$ cat src/core/rgbps_pkg.sv
// Shared constants, types and decode helpers of the RGB pattern sequencer.
package rgbps_pkg;

  // ==========================================================================
  // Clock and time base
  // ==========================================================================
  localparam int unsigned CLK_PERIOD_PS  = 5000;
  localparam int unsigned PS_PER_MS      = 1000000000;
  localparam int unsigned CYC_PER_MS_DEF = PS_PER_MS / CLK_PERIOD_PS;

  // ==========================================================================
  // Register map, as word indices (byte address is four times the index)
  // ==========================================================================
  localparam logic [7:0] CTRL_IDX      = 8'h11;
  localparam logic [7:0] STAT_IDX      = 8'h20;
  localparam logic [7:0] CMD_IDX_FIRST = 8'h50;
  localparam logic [7:0] CMD_IDX_LAST  = 8'h5f;
  localparam logic [7:0] CTRL_RESET    = 8'h00;
  localparam logic [7:0] CMD_RESET     = 8'h00;
  localparam int CTRL_RUN_BIT   = 2;
  localparam int CTRL_LOOP_BIT  = 1;
  localparam int CTRL_CURVE_BIT = 0;
  localparam int STAT_BUSY_BIT  = 4;
  localparam int STAT_DONE_BIT  = 3;

  // ==========================================================================
  // Command word layout: first byte in [15:8], second byte in [7:0]
  // ==========================================================================
  localparam int CMD_NUM   = 8;
  localparam int CMD_BYTES = 16;
  localparam int CMD_RED_LSB  = 13;
  localparam int CMD_GRN_LSB  = 10;
  localparam int CMD_STEP_LSB = 6;
  localparam int CMD_BLU_LSB  = 3;
  localparam int CMD_FADE_LSB = 0;

  // ==========================================================================
  // Step and fade durations in milliseconds
  // ==========================================================================
  localparam int unsigned STEP_MS_MIN   = 197;
  localparam int unsigned STEP_MS_MAX   = 3146;
  localparam int unsigned STEP_CODE_MAX = 15;
  typedef logic [11:0] rgbps_ms_t;
  localparam rgbps_ms_t FADE_MS [8] = '{12'd0, 12'd55, 12'd110, 12'd221,
                                        12'd442, 12'd885, 12'd1770, 12'd3539};
  localparam int PHASE_SHIFT = 7;
  localparam logic [7:0] PHASE_FULL = 8'h80;

  // ==========================================================================
  // Types and intensity curves
  // ==========================================================================
  typedef logic [6:0]  rgbps_pct_t;
  typedef logic [15:0] rgbps_cmd_t;
  typedef enum logic [1:0] {SEQ_IDLE, SEQ_RUN, SEQ_DONE} rgbps_state_t;

  localparam rgbps_pct_t CURVE0 [8] = '{7'h00, 7'h07, 7'h0e, 7'h15,
                                        7'h20, 7'h2e, 7'h47, 7'h64};
  localparam rgbps_pct_t CURVE1 [8] = '{7'h00, 7'h01, 7'h02, 7'h04,
                                        7'h0a, 7'h15, 7'h2e, 7'h64};

  // Maps a 3-bit level to percent of full current on the chosen curve.
  function automatic rgbps_pct_t rgbps_curve(logic [2:0] lvl, logic sel);
    return sel ? CURVE1[lvl] : CURVE0[lvl];
  endfunction : rgbps_curve

endpackage : rgbps_pkg

$ cat src/core/rgbps_tmr_if.sv
// Carrier between the sequencer and its step and fade timer.
`timescale 1ns/10ps
interface rgbps_tmr_if;
  logic       start;
  logic [3:0] step_code;
  logic [2:0] fade_code;
  logic       step_done;
  logic [7:0] phase;

  modport seq   (output start, step_code, fade_code, input step_done, phase);
  modport timer (input start, step_code, fade_code, output step_done, phase);
endinterface : rgbps_tmr_if

$ cat src/core/rgbps_timer.sv
// Step hold timer and fade phase generator of the pattern sequencer.
`timescale 1ns/10ps
module rgbps_timer #(
  parameter int unsigned CYC_PER_MS = rgbps_pkg::CYC_PER_MS_DEF
) (
  // Clock, reset, enable.
  input wire logic clk,
  input wire logic srst,
  input wire logic ce,
  // Sequencer side.
  rgbps_tmr_if.timer tmr
);
  import rgbps_pkg::*;

  logic [31:0] step_cnt_reg, step_cnt_next;
  logic [31:0] step_len_reg, step_len_next;
  logic [31:0] tick_cnt_reg, tick_cnt_next;
  logic [31:0] tick_len_reg, tick_len_next;
  logic [7:0]  phase_reg,    phase_next;
  logic        done_reg,     done_next;

  // Last cycle index of a step; linear in the code, ends land exactly.
  function automatic logic [31:0] step_last(logic [3:0] code);
    int unsigned ms;
    ms = STEP_MS_MIN + (int'(code) * (STEP_MS_MAX - STEP_MS_MIN))
         / STEP_CODE_MAX;
    return 32'(ms * CYC_PER_MS) - 32'h1;
  endfunction : step_last

  // Cycles per phase increment; never zero so short benches still fade.
  function automatic logic [31:0] tick_last(logic [2:0] code);
    int unsigned cyc;
    cyc = (int'(FADE_MS[code]) * CYC_PER_MS) >> PHASE_SHIFT;
    return (cyc == 0) ? 32'h0 : 32'(cyc) - 32'h1;
  endfunction : tick_last

  // Hold and fade run side by side, so a step shorter than its fade is
  // simply cut off by the next start.
  always_comb
  begin
    step_cnt_next = step_cnt_reg;
    step_len_next = step_len_reg;
    tick_cnt_next = tick_cnt_reg;
    tick_len_next = tick_len_reg;
    phase_next    = phase_reg;
    done_next     = 1'b0;
    if (tmr.start)
    begin
      step_cnt_next = 32'h0;
      step_len_next = step_last(tmr.step_code);
      tick_cnt_next = 32'h0;
      tick_len_next = tick_last(tmr.fade_code);
      phase_next    = (tmr.fade_code == 3'h0) ? PHASE_FULL : 8'h00;
    end
    else
    begin
      done_next     = (step_cnt_reg == step_len_reg);
      step_cnt_next = done_next ? 32'h0 : step_cnt_reg + 32'h1;
      if (phase_reg != PHASE_FULL)
      begin
        if (tick_cnt_reg == tick_len_reg)
        begin
          tick_cnt_next = 32'h0;
          phase_next    = phase_reg + 8'h01;
        end
        else
          tick_cnt_next = tick_cnt_reg + 32'h1;
      end
    end
  end

  // Registers; everything freezes while the enable is low.
  always_ff @(posedge clk)
  begin
    if (srst)
    begin
      step_cnt_reg <= 32'h0;
      step_len_reg <= 32'h0;
      tick_cnt_reg <= 32'h0;
      tick_len_reg <= 32'h0;
      phase_reg    <= PHASE_FULL;
      done_reg     <= 1'b0;
    end
    else if (ce)
    begin
      step_cnt_reg <= step_cnt_next;
      step_len_reg <= step_len_next;
      tick_cnt_reg <= tick_cnt_next;
      tick_len_reg <= tick_len_next;
      phase_reg    <= phase_next;
      done_reg     <= done_next;
    end
  end

  assign tmr.step_done = done_reg;
  assign tmr.phase     = phase_reg;
endmodule : rgbps_timer

$ cat src/core/rgbps_top.sv
// APB register file and command sequencer for one RGB LED set.
//
// Added by the designer: the APB slave port.
`timescale 1ns/10ps

module rgbps_top #(
  parameter int unsigned CYC_PER_MS = rgbps_pkg::CYC_PER_MS_DEF,
  parameter int          ADDR_W     = 12
) (
  // Clock, reset, enable.
  input  wire logic               clk,
  input  wire logic               srst,
  input  wire logic               ce,
  // APB slave.
  input  wire logic               psel,
  input  wire logic               penable,
  input  wire logic               pwrite,
  input  wire logic [ADDR_W-1:0]  paddr,
  input  wire logic [31:0]        pwdata,
  output logic      [31:0]        prdata,
  output logic                    pready,
  output logic                    pslverr,
  // LED intensities in percent of full current, and the busy flag.
  output rgbps_pkg::rgbps_pct_t   red_pct,
  output rgbps_pkg::rgbps_pct_t   green_pct,
  output rgbps_pkg::rgbps_pct_t   blue_pct,
  output logic                    seq_busy
);
  import rgbps_pkg::*;

  // ==========================================================================
  // Declarations
  rgbps_tmr_if tmr ();
  logic [7:0]   ctrl_reg,     ctrl_next;
  logic [7:0]   cmd_mem_reg   [CMD_BYTES];
  logic [7:0]   cmd_mem_next  [CMD_BYTES];
  logic [31:0]  prdata_reg,   prdata_next;
  logic         pready_reg,   pready_next;
  logic         pslverr_reg,  pslverr_next;
  rgbps_state_t state_reg,    state_next;
  logic [2:0]   ptr_reg,      ptr_next;
  logic         run_prev_reg, run_prev_next;
  logic         start_reg,    start_next;
  logic [3:0]   step_code_reg, step_code_next;
  logic [2:0]   fade_code_reg, fade_code_next;
  rgbps_cmd_t   shadow_reg    [CMD_NUM];
  rgbps_cmd_t   shadow_next   [CMD_NUM];
  rgbps_pct_t   prev_reg      [3];
  rgbps_pct_t   prev_next     [3];
  rgbps_pct_t   target_reg    [3];
  rgbps_pct_t   target_next   [3];
  rgbps_pct_t   led_reg       [3];
  rgbps_pct_t   led_next      [3];
  rgbps_cmd_t   fresh_word    [CMD_NUM];
  logic [7:0]   idx;
  logic         wr_done, run, start_evt, busy_reg, busy_next;
  // True for any index that holds a command byte.
  function automatic logic is_cmd(logic [7:0] i);
    return (i >= CMD_IDX_FIRST) && (i <= CMD_IDX_LAST);
  endfunction : is_cmd

  // Linear mix from a to b; phase full scale lands exactly on b.
  function automatic rgbps_pct_t fade_mix(rgbps_pct_t a, rgbps_pct_t b,
                                          logic [7:0] ph);
    logic signed [8:0]  diff;
    logic signed [17:0] prod;
    logic signed [10:0] sum;
    diff = $signed({2'h0, b}) - $signed({2'h0, a});
    prod = diff * $signed({1'b0, ph});
    sum  = $signed({4'h0, a}) + $signed(prod[17:PHASE_SHIFT]);
    return sum[6:0];
  endfunction : fade_mix

  // ==========================================================================
  // Command timer
  rgbps_timer #(.CYC_PER_MS(CYC_PER_MS)) u_timer (
    .clk  (clk),
    .srst (srst),
    .ce   (ce),
    .tmr  (tmr.timer)
  );

  assign tmr.start     = start_reg;
  assign tmr.step_code = step_code_reg;
  assign tmr.fade_code = fade_code_reg;

  // Command words as seen in the byte registers, first byte high.
  for (genvar k = 0; k < CMD_NUM; k++)
  begin : g_fresh
    assign fresh_word[k] = {cmd_mem_reg[2*k], cmd_mem_reg[2*k+1]};
  end

  // ==========================================================================
  // APB slave: one wait state, then the answer with pready
  assign idx     = paddr[9:2];
  assign wr_done = psel && penable && pready_reg && pwrite && !pslverr_reg;

  // Decode is latched with the answer so the write edge only checks it.
  always_comb
  begin
    ctrl_next    = ctrl_reg;
    cmd_mem_next = cmd_mem_reg;
    pready_next  = psel && penable && !pready_reg;
    prdata_next  = 32'h0;
    pslverr_next = 1'b0;
    if (pready_next)
    begin
      if (paddr[1:0] != 2'h0 || paddr[ADDR_W-1:10] != '0)
        pslverr_next = 1'b1;
      else if (idx == CTRL_IDX)
        prdata_next = {24'h0, ctrl_reg};
      else if (is_cmd(idx))
        prdata_next = {24'h0, cmd_mem_reg[idx[3:0]]};
      else if (idx == STAT_IDX && !pwrite)
        prdata_next = {27'h0, state_reg == SEQ_RUN,
                       state_reg == SEQ_DONE, ptr_reg};
      else
        pslverr_next = 1'b1;
    end
    if (wr_done && idx == CTRL_IDX)
      ctrl_next = pwdata[7:0];
    if (wr_done && is_cmd(idx))
      cmd_mem_next[idx[3:0]] = pwdata[7:0];
  end

  // APB and register storage.
  always_ff @(posedge clk)
  begin
    if (srst)
    begin
      ctrl_reg    <= CTRL_RESET;
      cmd_mem_reg <= '{default: CMD_RESET};
      prdata_reg  <= 32'h0;
      pready_reg  <= 1'b0;
      pslverr_reg <= 1'b0;
    end
    else if (ce)
    begin
      ctrl_reg    <= ctrl_next;
      cmd_mem_reg <= cmd_mem_next;
      prdata_reg  <= prdata_next;
      pready_reg  <= pready_next;
      pslverr_reg <= pslverr_next;
    end
  end

  // ==========================================================================
  // Sequencer
  assign run       = ctrl_reg[CTRL_RUN_BIT];
  assign start_evt = run && !run_prev_reg;

  // Steps through the latched copy; commands only reach the LEDs through a
  // load, so a finished pass cannot be disturbed by later writes.
  always_comb
  begin
    logic       load_now, relatch;
    logic [2:0] load_ptr;
    rgbps_cmd_t word;
    load_now       = 1'b0;
    relatch        = 1'b0;
    load_ptr       = 3'h0;
    word           = 16'h0000;
    state_next     = state_reg;
    ptr_next       = ptr_reg;
    run_prev_next  = run;
    start_next     = 1'b0;
    step_code_next = step_code_reg;
    fade_code_next = fade_code_reg;
    shadow_next    = shadow_reg;
    prev_next      = prev_reg;
    target_next    = target_reg;
    led_next       = led_reg;
    case (state_reg)
      SEQ_IDLE:
      begin
        load_now = start_evt;
        relatch  = start_evt;
      end
      SEQ_RUN:
      begin
        // The cycle of a start still sees the old phase, so hold then.
        if (!start_reg)
          for (int c = 0; c < 3; c++)
            led_next[c] = fade_mix(prev_reg[c], target_reg[c], tmr.phase);
        if (tmr.step_done && !start_reg)
        begin
          if (ptr_reg == 3'(CMD_NUM - 1) ||
              shadow_reg[ptr_reg + 3'h1] == 16'h0000)
          begin
            if (ctrl_reg[CTRL_LOOP_BIT])
            begin
              load_now = 1'b1;
              relatch  = 1'b1;
            end
            else
              state_next = SEQ_DONE;
          end
          else
          begin
            load_now = 1'b1;
            load_ptr = ptr_reg + 3'h1;
          end
        end
      end
      SEQ_DONE:
        state_next = SEQ_DONE;
      default:
        state_next = SEQ_IDLE;
    endcase
    if (load_now)
    begin
      if (relatch)
        shadow_next = fresh_word;
      word = relatch ? fresh_word[load_ptr] : shadow_reg[load_ptr];
      if (word == 16'h0000)
        state_next = SEQ_DONE;
      else
      begin
        state_next     = SEQ_RUN;
        ptr_next       = load_ptr;
        start_next     = 1'b1;
        step_code_next = word[CMD_STEP_LSB +: 4];
        fade_code_next = word[CMD_FADE_LSB +: 3];
        prev_next      = led_next;
        target_next[0] = rgbps_curve(word[CMD_RED_LSB +: 3],
                                     ctrl_reg[CTRL_CURVE_BIT]);
        target_next[1] = rgbps_curve(word[CMD_GRN_LSB +: 3],
                                     ctrl_reg[CTRL_CURVE_BIT]);
        target_next[2] = rgbps_curve(word[CMD_BLU_LSB +: 3],
                                     ctrl_reg[CTRL_CURVE_BIT]);
      end
    end
    if (!run)
    begin
      state_next = SEQ_IDLE;
      led_next   = '{default: 7'h00};
    end
    busy_next = (state_next == SEQ_RUN);  // Flopped so the pin has no decode.
  end

  // Sequencer registers.
  always_ff @(posedge clk)
  begin
    if (srst)
    begin
      state_reg     <= SEQ_IDLE;
      ptr_reg       <= 3'h0;
      run_prev_reg  <= 1'b0;
      start_reg     <= 1'b0;
      step_code_reg <= 4'h0;
      fade_code_reg <= 3'h0;
      shadow_reg    <= '{default: 16'h0000};
      prev_reg      <= '{default: 7'h00};
      target_reg    <= '{default: 7'h00};
      led_reg       <= '{default: 7'h00};
      busy_reg      <= 1'b0;
    end
    else if (ce)
    begin
      state_reg     <= state_next;
      ptr_reg       <= ptr_next;
      run_prev_reg  <= run_prev_next;
      start_reg     <= start_next;
      step_code_reg <= step_code_next;
      fade_code_reg <= fade_code_next;
      shadow_reg    <= shadow_next;
      prev_reg      <= prev_next;
      target_reg    <= target_next;
      led_reg       <= led_next;
      busy_reg      <= busy_next;
    end
  end

  // Outputs are the flip-flops themselves.
  assign prdata    = prdata_reg;
  assign pready    = pready_reg;
  assign pslverr   = pslverr_reg;
  assign red_pct   = led_reg[0];
  assign green_pct = led_reg[1];
  assign blue_pct  = led_reg[2];
  assign seq_busy  = busy_reg;
endmodule : rgbps_top

$ cat config.mk
export PLATFORM = sky130hd
export DESIGN_NAME = rgbps_top
export DESIGN_NICKNAME = d
export VERILOG_FILES = /design/src/core/rgbps_pkg.sv /design/src/core/rgbps_tmr_if.sv /design/src/core/rgbps_timer.sv /design/src/core/rgbps_top.sv
export SDC_FILE = /design/constraint.sdc
export NUM_CORES = 2
export LEC_CHECK = 0
export ABC_AREA = 1
export BUFFER_PORTS_ARGS = -buffer_cell sky130_fd_sc_hd__buf_2
export CORE_MARGIN = 2
export CORE_UTILIZATION = 31
export CTS_CLUSTER_SIZE = 40
export DETAILED_ROUTE_END_ITERATION = 16
export PLACE_DENSITY = 0.48
export SLEW_MARGIN = 0
export SYNTH_ARGS = -nofsm -noshare
export SYNTH_HDL_FRONTEND = slang
export SYNTH_SLANG_ARGS = --single-unit
$ cat constraint.sdc
create_clock -name clk -period 12.91 [get_ports clk]
set_clock_uncertainty 0.05 [all_clocks]
set_input_delay 0.6455 -clock clk [delete_from_list [all_inputs] [get_ports clk]]
set_output_delay 0.6455 -clock clk [all_outputs]
set_load 0.02 [all_outputs]
# After elaboration in Yosys (flattened, before gate mapping)
# Memories as Yosys holds them, arrays and structs flattened.
# Cells that the tools add are included.
[op_classes]
addsub = 13
multipliers = 6
div_mod_pow = 1
order_cmp = 10
eq_ne = 9
mux = 76
n_bitwise = 8
reduce_logical = 35
[op_table]
columns = ["operator", "count"]
rows = [
  ["$mux 32", 6],
  ["$bmux 16 s3", 3],
  ["$bwmux 128", 1],
  ["$mux 16", 7],
  ["$mux 7", 15],
  ["$mux 8", 11],
  ["$add 32x1->32 const B", 2],
  ["$eq 32x32->1", 2],
  ["$mux 21", 3],
  ["$mul 8x9->14", 3],
  ["$add 8x32->32 const A", 1],
  ["$bmux 8 s4", 1],
  ["$demux 8 s4", 1],
  ["$div 16x4->32 const B", 1],
  ["$logic_not 16->1", 2],
  ["$logic_not 32->1", 1],
  ["$mul 32x12->26 const B", 1],
  ["$sub 32x1->32 const B", 1],
  ["$ge 4x4->1 const B", 6],
  ["$mul 12x12->24 const B", 1],
  ["$mux 12", 2],
  ["$not 3->4", 6],
  ["$sub 23x1->24 const B", 1],
  ["$sub 7x7->8", 3],
  ["other kinds (30)", 77],
]
[totals]
regBits = 513
rom_bits = 432
input_bits = 50
output_inout_bits = 56
word_cells = 215
memories = 7
[memory_table]
columns = ["name", "depth", "width", "rd", "rd_ports_with_merged_regs", "wr", "line", "text"]
rows = [
  ["(no name shown)", 8, 12, 1, 0, 0, "rgbps_timer.sv:33", "cyc = (int'(FADE_MS[code]) * CYC_PER_MS) >> PHASE_SHIFT;"],
  ["(no name shown)", 8, 7, 1, 0, 0, "rgbps_pkg.sv:63", "return sel ? CURVE1[lvl] : CURVE0[lvl];"],
  ["(no name shown)", 8, 7, 1, 0, 0, "rgbps_pkg.sv:63", ""],
  ["(no name shown)", 8, 7, 1, 0, 0, "rgbps_pkg.sv:63", ""],
  ["(no name shown)", 8, 7, 1, 0, 0, "rgbps_pkg.sv:63", ""],
  ["(no name shown)", 8, 7, 1, 0, 0, "rgbps_pkg.sv:63", ""],
  ["+1 memories", "n/a", "n/a", "n/a", "n/a", "n/a", "n/a", ""],
]

# Depth between registers and ports, before layout
[depth]
ltp_word = 20
mapped_depth = 116
depth_no_buf = 116

# By module
# From an unflattened synthesis, not the netlist that was laid out.
[unflattened]
hier_cells = 5570
area_unflattened_um2 = 38903.6
[modules_own_cells]
columns = ["mod", "n_inst", "cells_each", "area_per_inst_um2", "seq_area_each_um2"]
rows = [
  ["rgbps_top", 1, 3367, 23817.8, 7046.8],
  ["rgbps_timer", 1, 2203, 15085.7, 2462.4],
]

# Least setup slack after synthesis
# Ideal clock, no wire load.
[synth_timing]
path_kind = "register -> register"
start = "register step_code_reg[1]"
end = "register u_timer.step_len_reg[31]"
setup_time_ns = 0.109
t_arrival_ns = 13.309
required_time_ns = 12.751
setup_slack_ns = -0.558
stages_incl_launch_ff = 103
path_buffers = 1
period_less_slack_ns = 13.468
cell_sequence = "dfxtp_1 > inv_1 > fa_1 > inv_1 > ha_1 > inv_1 > fa_1 > xnor2_1 > nor2_1 > nor2_1 > inv_1 > nor2_1 > ha_1 > inv_1 > nand3_1 > nand2_1 > nand2_1 > nor2_2 > (+67 left out) > a21o_1 > a21oi_1 > o21ai_0 > nand3_1 > nand2_1 > nand3_1 > nand2_1 > a21oi_1 > nor2_1 > nor2_1 > xor2_1 > nand3_1 > nor3_1 > nand2_1 > nand2_1 > nand3_1 > nand2_1 > inv_1"
[synth_between]
elab_chain_cells = 5
[synth_rtl]
columns = ["element", "line", "text"]
rows = [
  ["start: declaration", "rgbps_top.sv:44", "logic [3:0] step_code_reg, step_code_next;"],
  ["start signal: assignment", "rgbps_top.sv:264", "step_code_reg <= step_code_next;"],
  ["$mul 4x12->16", "rgbps_timer.sv:25", "ms = STEP_MS_MIN + (int'(code) * (STEP_MS_MAX - STEP_MS_MIN))"],
  ["$div 16x4->32", "rgbps_timer.sv:26", "/ STEP_CODE_MAX;"],
  ["$add 8x32->32", "rgbps_timer.sv:25", ""],
  ["$mul 32x12->26", "rgbps_timer.sv:27", "return 32'(ms * CYC_PER_MS) - 32'h1;"],
  ["$sub 32x1->32", "rgbps_timer.sv:27", ""],
  ["end signal: assignment", "rgbps_timer.sv:87", "step_len_reg <= step_len_next;"],
  ["end: declaration", "rgbps_timer.sv:16", "logic [31:0] step_len_reg, step_len_next;"],
]
# Every way passes these cells.
# A chain may end at the register's enable or synchronous reset.

# Worst setup path after layout
[layout_timing]
start = "register step_code_reg[3]"
end = "register u_timer.step_len_reg[31]"
# The elaborated chain is that of the path after synthesis.

==> impl_metrics.env <==
export IMPL_status="finished with violations"
export IMPL_violations="setup timing"
export IMPL_syn_to_final_growth_pct=18.6
export IMPL_detailed_place_hpwl_mm=87.5
export IMPL_fin_crit_ps=13190
export IMPL_die_height_um=353
export IMPL_crit_type="flip-flop to flip-flop"
export IMPL_num_io_pins=106
export IMPL_cts_tree="yes"
export IMPL_crit_fanout=5
export IMPL_ys_top_cells_by_area="dfxtp_1 25%, ha_1 12%, inv_1 9.1%"
export IMPL_clockRootBuffer="clkbuf_16"
export IMPL_avgRoutedWirePerCell_um=16.7
export IMPL_ys_warn_count=0
export IMPL_finalPower_mw=3.11
export IMPL_nNetsFinal=6065
export IMPL_fmax_mhz=75.8
export IMPL_synth_seq_cells=475
export IMPL_initial_core_util=0.313
export IMPL_grt_max_degree=257
export IMPL_wirelength_mm=120
export IMPL_cts_sinks=475
export IMPL_synth_cell_types=68
export IMPL_period_share=1.02
export IMPL_grt_pass1_wl_mm=189
export IMPL_clockBufferDepth=3
export IMPL_cts_htree_levels=2
export IMPL_whs_ps=320
export IMPL_die_x_um=353
export IMPL_cts_clk_slew_worst_paths_ps=60
export IMPL_antenna_found_initial=10
export IMPL_cp_end_kind="flip-flop"
export IMPL_grt_overflow=0
export IMPL_final_cells=7149
export IMPL_ir_worst_vdd_v=0.0000960
export IMPL_synth_edf_count=0
export IMPL_yosysTopAreaCell="dfxtp_1"
export IMPL_fillers=12859
export IMPL_cp_arrival_ps=13660
export IMPL_antenna_left=0
export IMPL_netlist_area_um2=37700
export IMPL_start_kind="flip-flop"
export IMPL_synth_async_sr_flop_share=0
export IMPL_avgSynthCellArea_um2=7.14
export IMPL_synth_top_cell_area_share=0.252
export IMPL_crit_buf_inv=19
export IMPL_clock_latency_ps=630
export IMPL_vias=34623
export IMPL_dr_pass1_iters=6
export IMPL_cts_made_buffers=52
export IMPL_maxCapViolCount=0
export IMPL_grt_pass1_vias=33591
export IMPL_first_iter_violations=2464
export IMPL_drive_gt1_frac=0.147
export IMPL_finalSetupViolCount=7
export IMPL_worstMarginPinSlew_ps=1120
export IMPL_place_inst=6981
export IMPL_cp_common_cell="nand2_4"
export IMPL_core_um2=120000
export IMPL_rows=127
export IMPL_pwr_density_cell_nw_per_um2=69.5
export IMPL_place_congestion=0.877
export IMPL_synth_cells=5274
export IMPL_cp_top_family="simple AND/OR/NAND/NOR gates"
export IMPL_critPathMaxStageDelay_ps=570
export IMPL_rsz0062_at_grt="yes"
export IMPL_crit_required_ps=13380
export IMPL_synth_common_cells="916 x inv_1, 787 x nand2_1, 519 x o21ai_0"
export IMPL_cp_slowest_cell="fa_2"
export IMPL_drc=0
export IMPL_post_route_util=0.371
export IMPL_p_leak_nw=20.9
export IMPL_fin_ws_ps=-283
export IMPL_port_buffers=57
export IMPL_synth_most_common_cell="inv_1"
export IMPL_ys_seq_area_frac=0.252
export IMPL_viasPerCell=4.84
export IMPL_slew_viol_final=0
export IMPL_hp_class="primary input to flip-flop"
export IMPL_grt_usage=0.188
export IMPL_slew_headroom=0.249
export IMPL_synth_flop_cell="dfxtp_1"
export IMPL_fp_dieArea_um2=124000
export IMPL_hold_viol=0
-- path summary, 6_finish.rpt --
path | startpoint | to | slack, ps | cells after the start
min | srst | u_timer.step_len_reg[16] | 320 | 2
max reg2reg | step_code_reg[3] | u_timer.step_len_reg[31] | -280 | 104
min reg2reg | ctrl_reg[5] | ctrl_reg[5] | 410 | 2
max | step_code_reg[3] | u_timer.step_len_reg[31] | -280 | 104
-- cell usage in the layout (no fill, tap or decap), types with 145 or more instances in the layout --
cell type	netlist	routed
a21oi_1	497	483
buf_4	24	305
dfxtp_1	475	472
fa_1	168	166
ha_1	352	321
inv_1	916	875
nand2_1	787	741
nand3_1	168	145
nor2_1	398	373
o21ai_0	519	512
-- metrics by stage --
stage	cell area (um^2)	worst slack [ps]	setup TNS, ps
6_report	44700	-283	-1060
5_1_grt	44600	-1310	-13460
3_5_place_dp	41200	-652	-4370
2_1_floorplan	38000	-41.4	-41.4
4_1_cts	43800	-272	-1350
3_3_place_gp	41200	-375	-1710
-- per-layer routing --
layer	up-vias	wire length (um)	global-route usage
li1	17620	-	-
met1	16198	58200	0.267
met2	678	52500	0.299
met3	123	6310	0.0285
met4	4	2630	0.0438
met5	-	21	0
-- kinds of logic (layout without fill, tap and decap cells) --
kind of cell    after synthesis  after routing  synth area share
simple gates               1633           1633             0.193
compound gates             1294           1294             0.189
buf+inv                    1186           1424             0.121
fa+ha+maj                   520            520             0.206
flops                       475            475             0.252
xor+xnor                    165            165            0.0384
other cells                   1             26         0.0000996
-- what timing repair did --
item | 4_1_cts | 5_1_grt
gates resized for setup | 114 | 156
pin swaps | 114 | 143
buffers inserted | 47 | 31
setup endpoints to repair | 10 | 18
hold buffers | 0 | 0
-- report_power, final --
group          switching [mW]  internal, mW  leakage, nW
registers             0.00342          1.47         3.83
logic                   0.106        0.0275         16.2
clock network           0.661         0.841        0.813
total                   0.770          2.34         20.9
-- final cells by class --
class / count / area (um^2) / share of cell area
Multi-Input combinational cell: 3636 / 25100 / 0.561
Sequential cell: 475 / 9520 / 0.213
Inverter: 949 / 3580 / 0.0801
Timing Repair Buffer: 381 / 2810 / 0.0630
Tap cell: 1612 / 2020 / 0.0452
Clock buffer: 82 / 1540 / 0.0346
Clock inverter: 12 / 124 / 0.00277
Antenna cell: 2 / 5.00 / 0.000112
No activity file was read; power rests on OpenSTA's default activity.
